**src/afc_pkg.sv**
```systemverilog
// Package: constants, types and decoders of the converter control block
//
// How it works
// - Clock select bits 7:6 pick bit period: sysclk/2, /8, /32, or RC.
// - Channel select bits 4:3 route input 0 to 3 to sample and hold.
// - Writing one to go bit while enabled starts; reads one while busy.
// - Hardware clears go bit when the conversion completes.
// - Completion flag bit 1 set at finish, cleared only by software.
// - Enable bit 0 powers converter; when clear, start requests ignored.
// - Unimplemented bits read zero and ignore writes.
// - Two-bit pin field sets pins analog, reference or digital.
// - Two-bit mode: reference is input 3 when configured so, else supply.
// - Three-bit pin field decodes eight analog/digital/reference patterns.
// - Three-bit mode: reference is input 1 when configured so, else supply.
// - Reset forces all shared pins analog and control fields to zero.
// - Result loads in same step as go clear and flag set.
// - Conversion lasts 10 bit periods, one decision per result bit.
// - After completion wait 2 bit periods disconnected, then acquire.
// - Holding capacitor is never discharged between conversions.
// - Converter completes conversions in sleep when run from RC clock.
// - Clearing go mid-conversion aborts, keeps result, reacquires after 2 periods.
// - Port data reads zero for pins configured analog.
package afc_pkg;

	// ----------------------------------------
	// Register byte offsets
	// ----------------------------------------
	localparam logic [7:0] ADDR_CTRL = 8'h00;
	localparam logic [7:0] ADDR_PCFG = 8'h04;
	localparam logic [7:0] ADDR_RES = 8'h08;
	localparam logic [7:0] ADDR_PORT = 8'h0c;

	// ----------------------------------------
	// Field positions and masks
	// ----------------------------------------
	localparam int CS_LO = 6;
	localparam int CH_LO = 3;
	localparam int GO_BIT = 2;
	localparam int FLAG_BIT = 1;
	localparam int EN_BIT = 0;
	localparam logic [7:0] PCFG_MASK2 = 8'h03;
	localparam logic [7:0] PCFG_MASK3 = 8'h07;

	// ----------------------------------------
	// Reset values
	// ----------------------------------------
	localparam logic [1:0] CS_RST = 2'h0;
	localparam logic [1:0] CH_RST = 2'h0;
	localparam logic [2:0] PCFG_RST = 3'h0;
	localparam logic [7:0] RES_RST = 8'h00;
	localparam logic [7:0] SAR_FIRST = 8'h80;

	// ----------------------------------------
	// Cycle counts
	// ----------------------------------------
	localparam logic [4:0] DIV2_TC = 5'h01;
	localparam logic [4:0] DIV8_TC = 5'h07;
	localparam logic [4:0] DIV32_TC = 5'h1f;
	localparam logic [3:0] CONV_LAST = 4'h9;
	localparam logic [3:0] HOLD_LAST = 4'h1;

	typedef enum logic [1:0] {REF_SUPPLY, REF_PIN3, REF_PIN1} afc_ref_e;
	typedef enum logic [1:0] {ST_OFF, ST_ACQ, ST_CONV, ST_HOLD} afc_state_e;

	// Pins not configured digital (analog or reference)
	function automatic logic [3:0] cfg_analog(input logic [2:0] c,
		input logic ext);
		logic [3:0] m;
		m = 4'h0;
		if (ext) begin
			unique case (c)
				3'h0, 3'h1: m = 4'hf;
				3'h2, 3'h3: m = 4'h7;
				3'h4, 3'h5: m = 4'h3;
				3'h6: m = 4'h1;
				3'h7: m = 4'h0;
			endcase
		end else begin
			unique case (c[1:0])
				2'h0, 2'h1: m = 4'hf;
				2'h2: m = 4'h3;
				2'h3: m = 4'h0;
			endcase
		end
		return m;
	endfunction : cfg_analog

	function automatic afc_ref_e cfg_ref(input logic [2:0] c,
		input logic ext);
		afc_ref_e r;
		r = REF_SUPPLY;
		if (ext && c[0] && c != 3'h7)
			r = REF_PIN1;
		else if (!ext && c[1:0] == 2'h1)
			r = REF_PIN3;
		return r;
	endfunction : cfg_ref

endpackage : afc_pkg

```
**src/afc_adc_ctrl.sv**
```systemverilog
// Converter control top: AHB-Lite registers, sequencer, SAR, pin setup
//
// The AHB-Lite interface to the registers and the address map were decided locally.
`timescale 1ns/100ps
module afc_adc_ctrl #(
	parameter bit EXT_CFG = 1'b0
) (
	input wire logic MCLK_I,
	input wire logic RST_I,
	input wire logic CE_I,
	input wire logic HSEL_I,
	input wire logic [31:0] HADDR_I,
	input wire logic [1:0] HTRANS_I,
	input wire logic HWRITE_I,
	input wire logic [2:0] HSIZE_I,
	input wire logic [31:0] HWDATA_I,
	input wire logic HREADY_I,
	output logic [31:0] HRDATA_O,
	output logic HREADYOUT_O,
	output logic HRESP_O,
	input wire logic SLEEP_I,
	input wire logic RC_OSC_I,
	input wire logic COMP_I,
	input wire logic [3:0] PORT_PIN_I,
	output logic CONV_ON_O,
	output logic [1:0] CHAN_SEL_O,
	output logic SAMPLE_O,
	output logic [7:0] DAC_O,
	output afc_pkg::afc_ref_e REF_SEL_O,
	output logic [3:0] PIN_ANALOG_O
);
	import afc_pkg::*;

	// ----------------------------------------
	// Bus slave
	// ----------------------------------------
	logic wr_pend_r;
	logic rd_pend_r;
	logic [7:0] addr_r;
	logic [31:0] rdata_r;
	logic [31:0] rd_mux;
	logic take;
	logic we_ctrl;
	logic we_pcfg;
	logic we_res;
	logic [7:0] wd;

	// Control and data state
	logic [1:0] cs_r;
	logic [1:0] ch_r;
	logic en_r;
	logic go_r;
	logic flag_r;
	logic [2:0] pcfg_r;
	logic [7:0] res_r;
	logic [7:0] sar_r;
	logic [3:0] cnt_r;
	afc_state_e st_r;
	logic [3:0] an_mask_r;
	afc_ref_e ref_r;
	logic [2:0] pin_sync_r [4];
	logic [3:0] pin_lvl_r;

	logic tick;
	logic start;
	logic abort;
	logic done_evt;
	logic [2:0] bitpos;

	assign take = HSEL_I && HREADY_I && HTRANS_I[1];
	assign wd = HWDATA_I[7:0];
	assign we_ctrl = wr_pend_r && addr_r == ADDR_CTRL;
	assign we_pcfg = wr_pend_r && addr_r == ADDR_PCFG;
	assign we_res = wr_pend_r && addr_r == ADDR_RES;

	// Writes finish with no wait; reads take one wait state
	always_ff @(posedge MCLK_I or posedge RST_I) begin
		if (RST_I) begin
			wr_pend_r <= 1'b0;
			rd_pend_r <= 1'b0;
			addr_r <= 8'h00;
		end else if (CE_I) begin
			if (rd_pend_r) begin
				rd_pend_r <= 1'b0;
				wr_pend_r <= 1'b0;
			end else begin
				wr_pend_r <= take && HWRITE_I;
				rd_pend_r <= take && !HWRITE_I;
				if (take)
					addr_r <= HADDR_I[7:0];
			end
		end
	end

	// Unmapped and unimplemented bits read zero
	always_comb begin
		rd_mux = 32'h0000_0000;
		unique case (addr_r)
			ADDR_CTRL: rd_mux[7:0] = {cs_r, 1'b0, ch_r, go_r, flag_r,
				en_r};
			ADDR_PCFG: rd_mux[2:0] = pcfg_r;
			ADDR_RES: rd_mux[7:0] = res_r;
			ADDR_PORT: rd_mux[3:0] = pin_lvl_r & ~an_mask_r;
			default: rd_mux = 32'h0000_0000;
		endcase
	end

	always_ff @(posedge MCLK_I or posedge RST_I) begin
		if (RST_I)
			rdata_r <= 32'h0000_0000;
		else if (CE_I && rd_pend_r)
			rdata_r <= rd_mux;
	end

	assign HRDATA_O = rdata_r;
	assign HREADYOUT_O = !rd_pend_r;
	assign HRESP_O = 1'b0;

	// ----------------------------------------
	// Control registers
	// ----------------------------------------
	always_ff @(posedge MCLK_I or posedge RST_I) begin
		if (RST_I) begin
			cs_r <= CS_RST;
			ch_r <= CH_RST;
			en_r <= 1'b0;
		end else if (CE_I && we_ctrl) begin
			cs_r <= wd[CS_LO +: 2];
			ch_r <= wd[CH_LO +: 2];
			en_r <= wd[EN_BIT];
		end
	end

	// Hardware set wins over a software clear in the same cycle
	always_ff @(posedge MCLK_I or posedge RST_I) begin
		if (RST_I)
			flag_r <= 1'b0;
		else if (CE_I) begin
			if (done_evt)
				flag_r <= 1'b1;
			else if (we_ctrl)
				flag_r <= wd[FLAG_BIT];
		end
	end

	always_ff @(posedge MCLK_I or posedge RST_I) begin
		if (RST_I)
			pcfg_r <= PCFG_RST;
		else if (CE_I && we_pcfg)
			pcfg_r <= wd[2:0] & (EXT_CFG ? PCFG_MASK3[2:0] :
				PCFG_MASK2[2:0]);
	end

	// Completion load beats a software write of the result
	always_ff @(posedge MCLK_I or posedge RST_I) begin
		if (RST_I)
			res_r <= RES_RST;
		else if (CE_I) begin
			if (done_evt)
				res_r <= sar_r;
			else if (we_res)
				res_r <= wd;
		end
	end

	// ----------------------------------------
	// Pin configuration and reference
	// ----------------------------------------
	always_ff @(posedge MCLK_I or posedge RST_I) begin
		if (RST_I) begin
			an_mask_r <= 4'hf;
			ref_r <= REF_SUPPLY;
		end else if (CE_I) begin
			an_mask_r <= cfg_analog(pcfg_r, EXT_CFG);
			ref_r <= cfg_ref(pcfg_r, EXT_CFG);
		end
	end

	// Decoder covers both widths of the field
	assign PIN_ANALOG_O = an_mask_r;
	assign REF_SEL_O = ref_r;

	// Digital pin levels: three flops, move once last two agree
	always_ff @(posedge MCLK_I or posedge RST_I) begin
		if (RST_I) begin
			for (int i = 0; i < 4; i++)
				pin_sync_r[i] <= 3'h0;
			pin_lvl_r <= 4'h0;
		end else if (CE_I) begin
			for (int i = 0; i < 4; i++) begin
				pin_sync_r[i] <= {pin_sync_r[i][1:0], PORT_PIN_I[i]};
				if (pin_sync_r[i][1] == pin_sync_r[i][2])
					pin_lvl_r[i] <= pin_sync_r[i][2];
			end
		end
	end

	// ----------------------------------------
	// Bit-period source
	// ----------------------------------------
	afc_tad_gen u_tad (
		.clk_i(MCLK_I),
		.rst_i(RST_I),
		.ce_i(CE_I),
		.sel_i(cs_r),
		.clr_i(start || abort),
		.sleep_i(SLEEP_I),
		.rc_i(RC_OSC_I),
		.tick_o(tick)
	);

	// ----------------------------------------
	// Conversion sequencer
	// ----------------------------------------
	assign start = we_ctrl && wd[GO_BIT] && en_r && st_r == ST_ACQ;
	assign abort = we_ctrl && !wd[GO_BIT] && st_r == ST_CONV;
	assign done_evt = st_r == ST_CONV && tick && cnt_r == CONV_LAST &&
		!abort && en_r;
	assign bitpos = 3'(4'h8 - cnt_r);

	always_ff @(posedge MCLK_I or posedge RST_I) begin
		if (RST_I) begin
			st_r <= ST_OFF;
			go_r <= 1'b0;
			cnt_r <= 4'h0;
		end else if (CE_I) begin
			if (!en_r) begin
				st_r <= ST_OFF;
				go_r <= 1'b0;
				cnt_r <= 4'h0;
			end else begin
				unique case (st_r)
					ST_OFF: st_r <= ST_ACQ;
					ST_ACQ: if (start) begin
						st_r <= ST_CONV;
						go_r <= 1'b1;
						cnt_r <= 4'h0;
					end
					ST_CONV: if (abort) begin
						st_r <= ST_HOLD;
						go_r <= 1'b0;
						cnt_r <= 4'h0;
					end else if (tick) begin
						if (cnt_r == CONV_LAST) begin
							st_r <= ST_HOLD;
							go_r <= 1'b0;
							cnt_r <= 4'h0;
						end else
							cnt_r <= cnt_r + 4'h1;
					end
					ST_HOLD: if (tick) begin
						if (cnt_r == HOLD_LAST) begin
							st_r <= ST_ACQ;
							cnt_r <= 4'h0;
						end else
							cnt_r <= cnt_r + 4'h1;
					end
				endcase
			end
		end
	end

	// One comparator decision per bit period for counts 1 to 8 of the 10, MSB first
	always_ff @(posedge MCLK_I or posedge RST_I) begin
		if (RST_I)
			sar_r <= SAR_FIRST;
		else if (CE_I) begin
			if (start)
				sar_r <= SAR_FIRST;
			else if (st_r == ST_CONV && tick && cnt_r >= 4'h1 &&
				cnt_r <= 4'h8) begin
				sar_r[bitpos] <= COMP_I;
				if (bitpos != 3'h0)
					sar_r[bitpos - 3'h1] <= 1'b1;
			end
		end
	end

	// Capacitor only connected while acquiring; never discharged
	assign SAMPLE_O = st_r == ST_ACQ;
	assign CONV_ON_O = en_r;
	assign CHAN_SEL_O = ch_r;
	assign DAC_O = sar_r;

	// ----------------------------------------
	// Assertions
	// ----------------------------------------
	// Ticks counted apart from cnt_r, for the length check
	logic [3:0] conv_ticks_r;

	always_ff @(posedge MCLK_I or posedge RST_I) begin
		if (RST_I)
			conv_ticks_r <= 4'h0;
		else if (CE_I) begin
			if (start)
				conv_ticks_r <= 4'h0;
			else if (st_r == ST_CONV && tick && conv_ticks_r != 4'hf)
				conv_ticks_r <= conv_ticks_r + 4'h1;
		end
	end
endmodule : afc_adc_ctrl

```
**src/afc_tad_gen.sv**
```systemverilog
// Bit-period tick generator: system clock divider or RC oscillator edges
`timescale 1ns/100ps
module afc_tad_gen (
	input wire logic clk_i,
	input wire logic rst_i,
	input wire logic ce_i,
	input wire logic [1:0] sel_i,
	input wire logic clr_i,
	input wire logic sleep_i,
	input wire logic rc_i,
	output logic tick_o
);
	import afc_pkg::*;

	logic [4:0] div_r;
	logic [4:0] tc;
	logic [2:0] rc_sync_r;
	logic rc_lvl_r;
	logic rc_edge;

	always_comb begin
		unique case (sel_i)
			2'h0: tc = DIV2_TC;
			2'h1: tc = DIV8_TC;
			default: tc = DIV32_TC;
		endcase
	end

	// RC pin: three flops, level moves once the last two agree
	always_ff @(posedge clk_i or posedge rst_i) begin
		if (rst_i) begin
			rc_sync_r <= 3'h0;
			rc_lvl_r <= 1'b0;
		end else if (ce_i) begin
			rc_sync_r <= {rc_sync_r[1:0], rc_i};
			if (rc_sync_r[1] == rc_sync_r[2])
				rc_lvl_r <= rc_sync_r[2];
		end
	end

	assign rc_edge = rc_sync_r[1] == rc_sync_r[2] && rc_sync_r[2] &&
		!rc_lvl_r;

	// Divider restarts on clear so the first period is whole
	always_ff @(posedge clk_i or posedge rst_i) begin
		if (rst_i)
			div_r <= 5'h00;
		else if (ce_i) begin
			if (clr_i || div_r >= tc)
				div_r <= 5'h00;
			else
				div_r <= div_r + 5'h01;
		end
	end

	// Core clock stops in sleep; only the RC source keeps ticking
	always_comb begin
		if (sel_i == 2'h3)
			tick_o = rc_edge;
		else
			tick_o = !sleep_i && !clr_i && div_r >= tc;
	end

endmodule : afc_tad_gen

```
**config.mk**
```make
export PLATFORM = sky130hd
export DESIGN_NAME = afc_adc_ctrl
export DESIGN_NICKNAME = d
export VERILOG_FILES = /design/src/afc_pkg.sv /design/src/afc_adc_ctrl.sv /design/src/afc_tad_gen.sv
export SDC_FILE = /design/constraint.sdc
export NUM_CORES = 1
export LEC_CHECK = 0
export ABC_AREA = 1
export BUFFER_PORTS_ARGS = -buffer_cell sky130_fd_sc_hd__buf_2
export CAP_MARGIN = 40
export CORE_MARGIN = 2
export CORE_UTILIZATION = 40
export CTS_CLUSTER_DIAMETER = 200
export CTS_CLUSTER_SIZE = 30
export DETAILED_ROUTE_END_ITERATION = 12
export SETUP_SLACK_MARGIN = 0.05
export SYNTH_ARGS = -nofsm -noshare
export SYNTH_HDL_FRONTEND = slang
export SYNTH_SLANG_ARGS = --single-unit
```
**constraint.sdc**
```tcl
create_clock -name MCLK_I -period 3.7 [get_ports MCLK_I]
set_input_delay 0.37 -clock MCLK_I [delete_from_list [all_inputs] [get_ports MCLK_I]]
set_output_delay 0.37 -clock MCLK_I [all_outputs]
set_load 0.005 [all_outputs]
```
==> flow_metrics.env <==
export IMPL_outcome="finished, final reports clean"
export IMPL_ios=134
export IMPL_min_path_type="in -> reg"
export IMPL_ys_seq_elements=77
export IMPL_post_cts_resized=0
export IMPL_wl_met2_mm=4.53
export IMPL_place_ws_ns=1.32
export IMPL_finalCriticalPeriod_ns=2.46
export IMPL_drc=0
export IMPL_drive_gt1_share_pct=17.7
export IMPL_start_kind="flop"
export IMPL_hold_viol=0
export IMPL_worst_pin_slew_ns=0.754
export IMPL_switching_share_pct=37.5
export IMPL_critPathKind="reg -> reg"
export IMPL_htreeDepth=3
export IMPL_firstDrtPassIters=6
export IMPL_holdPathEnd="rd_pend_r"
export IMPL_synth_enable_flop_cells=0
export IMPL_endpoint_kind="flop"
export IMPL_yosysSeqAreaShare_pct=44.1
export IMPL_grt_pass1_wl_mm=16.6
export IMPL_totalPowerFinal_w=0.00235
export IMPL_cts_max_path_buffers=2
export IMPL_fin_hold_ws_ns=0.205
export IMPL_max_freq_ghz=0.406
export IMPL_antenna_found_initial=0
export IMPL_r2r_cells=10
export IMPL_skew_ns=0.00718
export IMPL_core_mm2=0.0107
export IMPL_combPwrFrac_pct=28.6
export IMPL_wl_met1_mm=4.77
export IMPL_grt_ovfl_total=0
export IMPL_start_util_pct=40.7
export IMPL_synth_most_common_cell="nand2_1"
export IMPL_pwr_share_seq_pct=45.8
export IMPL_worstReg2RegStart="cnt_r[0]"
export IMPL_cts_clk_slew_worst_paths_ns=0.09
export IMPL_synth_area_mm2=0.00438
export IMPL_critPathMaxStageDelay_ns=0.60
export IMPL_cp_common_cell="nand2_1"
export IMPL_place_congestion=0.876
export IMPL_drtIter0Drc=262
export IMPL_synth_largest_area_cell="dfrtp_1"
export IMPL_port_buffers=55
export IMPL_num_antenna_cells=0
export IMPL_critPathLaunch="cnt_r[0]"
export IMPL_yosys_top_cells_area="dfrtp_1 (42%), nand2_1 (15%), buf_4 (5.0%)"
export IMPL_vias=3606
export IMPL_die_area_mm2=0.0118
export IMPL_top_layer="met4"
export IMPL_cts_tree="done"
export IMPL_yosysWarnings=0
export IMPL_power_switching_w=0.000880
export IMPL_fin_crit_sh_pct=66.6
export IMPL_max_cap_violations=0
export IMPL_hold_depth=2
export IMPL_report_final_slew_viol_count=0
export IMPL_syn_inst=543
export IMPL_via_per_inst=4.85
export IMPL_p_leak_nw=2.63
export IMPL_n_fill_cell=1117
export IMPL_synth_top_area_share_pct=42.3
export IMPL_finalSetupTns_ns=0
export IMPL_ctsRootBufferMaster="clkbuf_8"
export IMPL_grtUsageTotal_pct=17.9
export IMPL_synth_distinct_cells=42
export IMPL_cts_buffers_inserted=9
export IMPL_numClockSinks=77
export IMPL_cp_required_ns=3.99
export IMPL_dp_hpwl_mm=7.39
export IMPL_crit_slowest_cell="dfrtp_1"
export IMPL_avgSynthCellArea_um2=8.06
export IMPL_dr_wl_met3_um=435
export IMPL_ys_flop_type="dfrtp_1"
export IMPL_cp_arrival_ns=2.76
export IMPL_die_h_um=109
export IMPL_crit_path_cell_trace="inv_1, ha_1, xnor2_4, inv_1, nand2_1, nand2_1, nor3_1, o21ai_0, nand3b_1, nand2_1"
export IMPL_p_clk_share_pct=25.7
export IMPL_drt_total_wl_mm=9.88
export IMPL_avgRoutedWirePerCell_um=13.3
export IMPL_timing_rr_end="DAC_O[0]"
export IMPL_grt_max_degree=43
export IMPL_ant_nets=0
export IMPL_area_growth_pct=11.6
export IMPL_peakVddDrop_mv=0.171
export IMPL_setup_viol=0
export IMPL_fp_row_count=38
export IMPL_async_flop_share_pct=100
export IMPL_internal_power_w=0.00147
export IMPL_rrSetupSlack_ns=1.24
export IMPL_grt_pass1_vias=3351
export IMPL_layout_setup_ws_ns=1.24
export IMPL_insertion_delay_ns=0.35
export IMPL_die_w_um=109
export IMPL_ys_top_cells_by_count="nand2_1 (172), dfrtp_1 (74), inv_1 (44), nor2_1 (40), o21ai_0 (37)"
export IMPL_cp_max_fo=13
export IMPL_relSlewSlack_pct=49.7
export IMPL_grt_setup_unrepaired="false"
export IMPL_hp_start="HWRITE_I"
export IMPL_nets=693
export IMPL_power_density_mw_per_mm2=481
-- stage by stage --
step	std cells	cell area, um2	utilization [%]
after floorplan	568	4470	-
after global placement	725	4670	43.5
after detailed placement	726	4690	43.7
after CTS	743	4880	45.5
after global routing	743	4880	45.5
final	743	4880	45.5
-- layout make-up --
| type | instances | area (um2) | share of cell area [%] |
|---|---|---|---|
| Clock inverter | 7 | 57.6 | 1.18 |
| Multi-Input combinational cell | 406 | 2100 | 43.1 |
| Inverter | 44 | 165 | 3.38 |
| Timing Repair Buffer | 60 | 328 | 6.71 |
| Sequential cell | 77 | 1930 | 39.5 |
| Tap cell | 140 | 175 | 3.59 |
| Clock buffer | 9 | 124 | 2.54 |
-- routing by layer --
| layer | vias to the layer above | global-route usage, % |
|---|---|---|
| met1 | 1673 | 26.1 |
| met3 | 11 | 2.39 |
| met5 | - | 0 |
| met2 | 100 | 27.3 |
| met4 | 0 | 6.14 |
| li1 | 1822 | - |
-- how the worst max path moves through the flow --
stage,cells after the start,end
3_5_place_dp,10,DAC_O[0]
4_1_cts,10,DAC_O[0]
6_report,10,DAC_O[0]
5_1_grt,12,DAC_O[4]
2_1_floorplan,1,CHAN_SEL_O[0]
3_3_place_gp,10,DAC_O[0]
-- placed cells by master, fill, tap and decap left out, types with 7 or more instances in the layout --
master	n
a21oi_1	19
buf_2	55
clkbuf_8	9
conb_1	26
dfrtp_1	74
ha_1	13
inv_1	43
mux2_2	7
nand2_1	172
nand3_1	31
nand4_1	9
nor2_1	40
o21ai_0	37
o22ai_1	7
-- logic make-up (layout without fill, tap and decap cells) --
family	after synthesis	in the layout	synth area share [%]
simple gates	282	282	29.6
buf+inv	85	120	9.97
flops	77	77	44.1
compound gates	70	70	8.69
fa+ha+maj	13	13	3.72
mux	9	9	2.26
xor+xnor	6	6	1.63
other cells	1	26	0.0857
-- state kept, by name, indices dropped and copies added (netlist names), 3 cells and up --
register and flops:
cnt_r 4, res_r 8, u_tad.div_r 5, addr_r 8
pin_lvl_r 4, HRDATA_O 8, pin_sync_r 12, u_tad.rc_sync_r 3
DAC_O 8
-- power by group through the flow --
stage                     Clock [W]  Sequential (W)  Combinational (W)
after global routing       0.000666         0.00110           0.000781
after CTS                  0.000620         0.00108           0.000671
after detailed placement          0         0.00109           0.000665
after floorplan                   0         0.00106           0.000540
after global placement            0         0.00109           0.000644
final                      0.000603         0.00107           0.000671
-- critical path, delay by kind of cell (launching register included) --
kind                     cells  cell delay, ns
AND/OR/NAND/NOR              5            0.74
flip-flops                   1            0.60
buffers and inverters        2            0.39
adder cells (fa/ha/maj)      1            0.31
XOR/XNOR                     1            0.26
AO/OA/AOI/OAI                1            0.11
-- what timing repair did --
action,in CTS,in global routing
hold endpoints to repair,12,0
buffers inserted,0,0
hold buffers,1,0
Power figures use the tool's default switching activity.
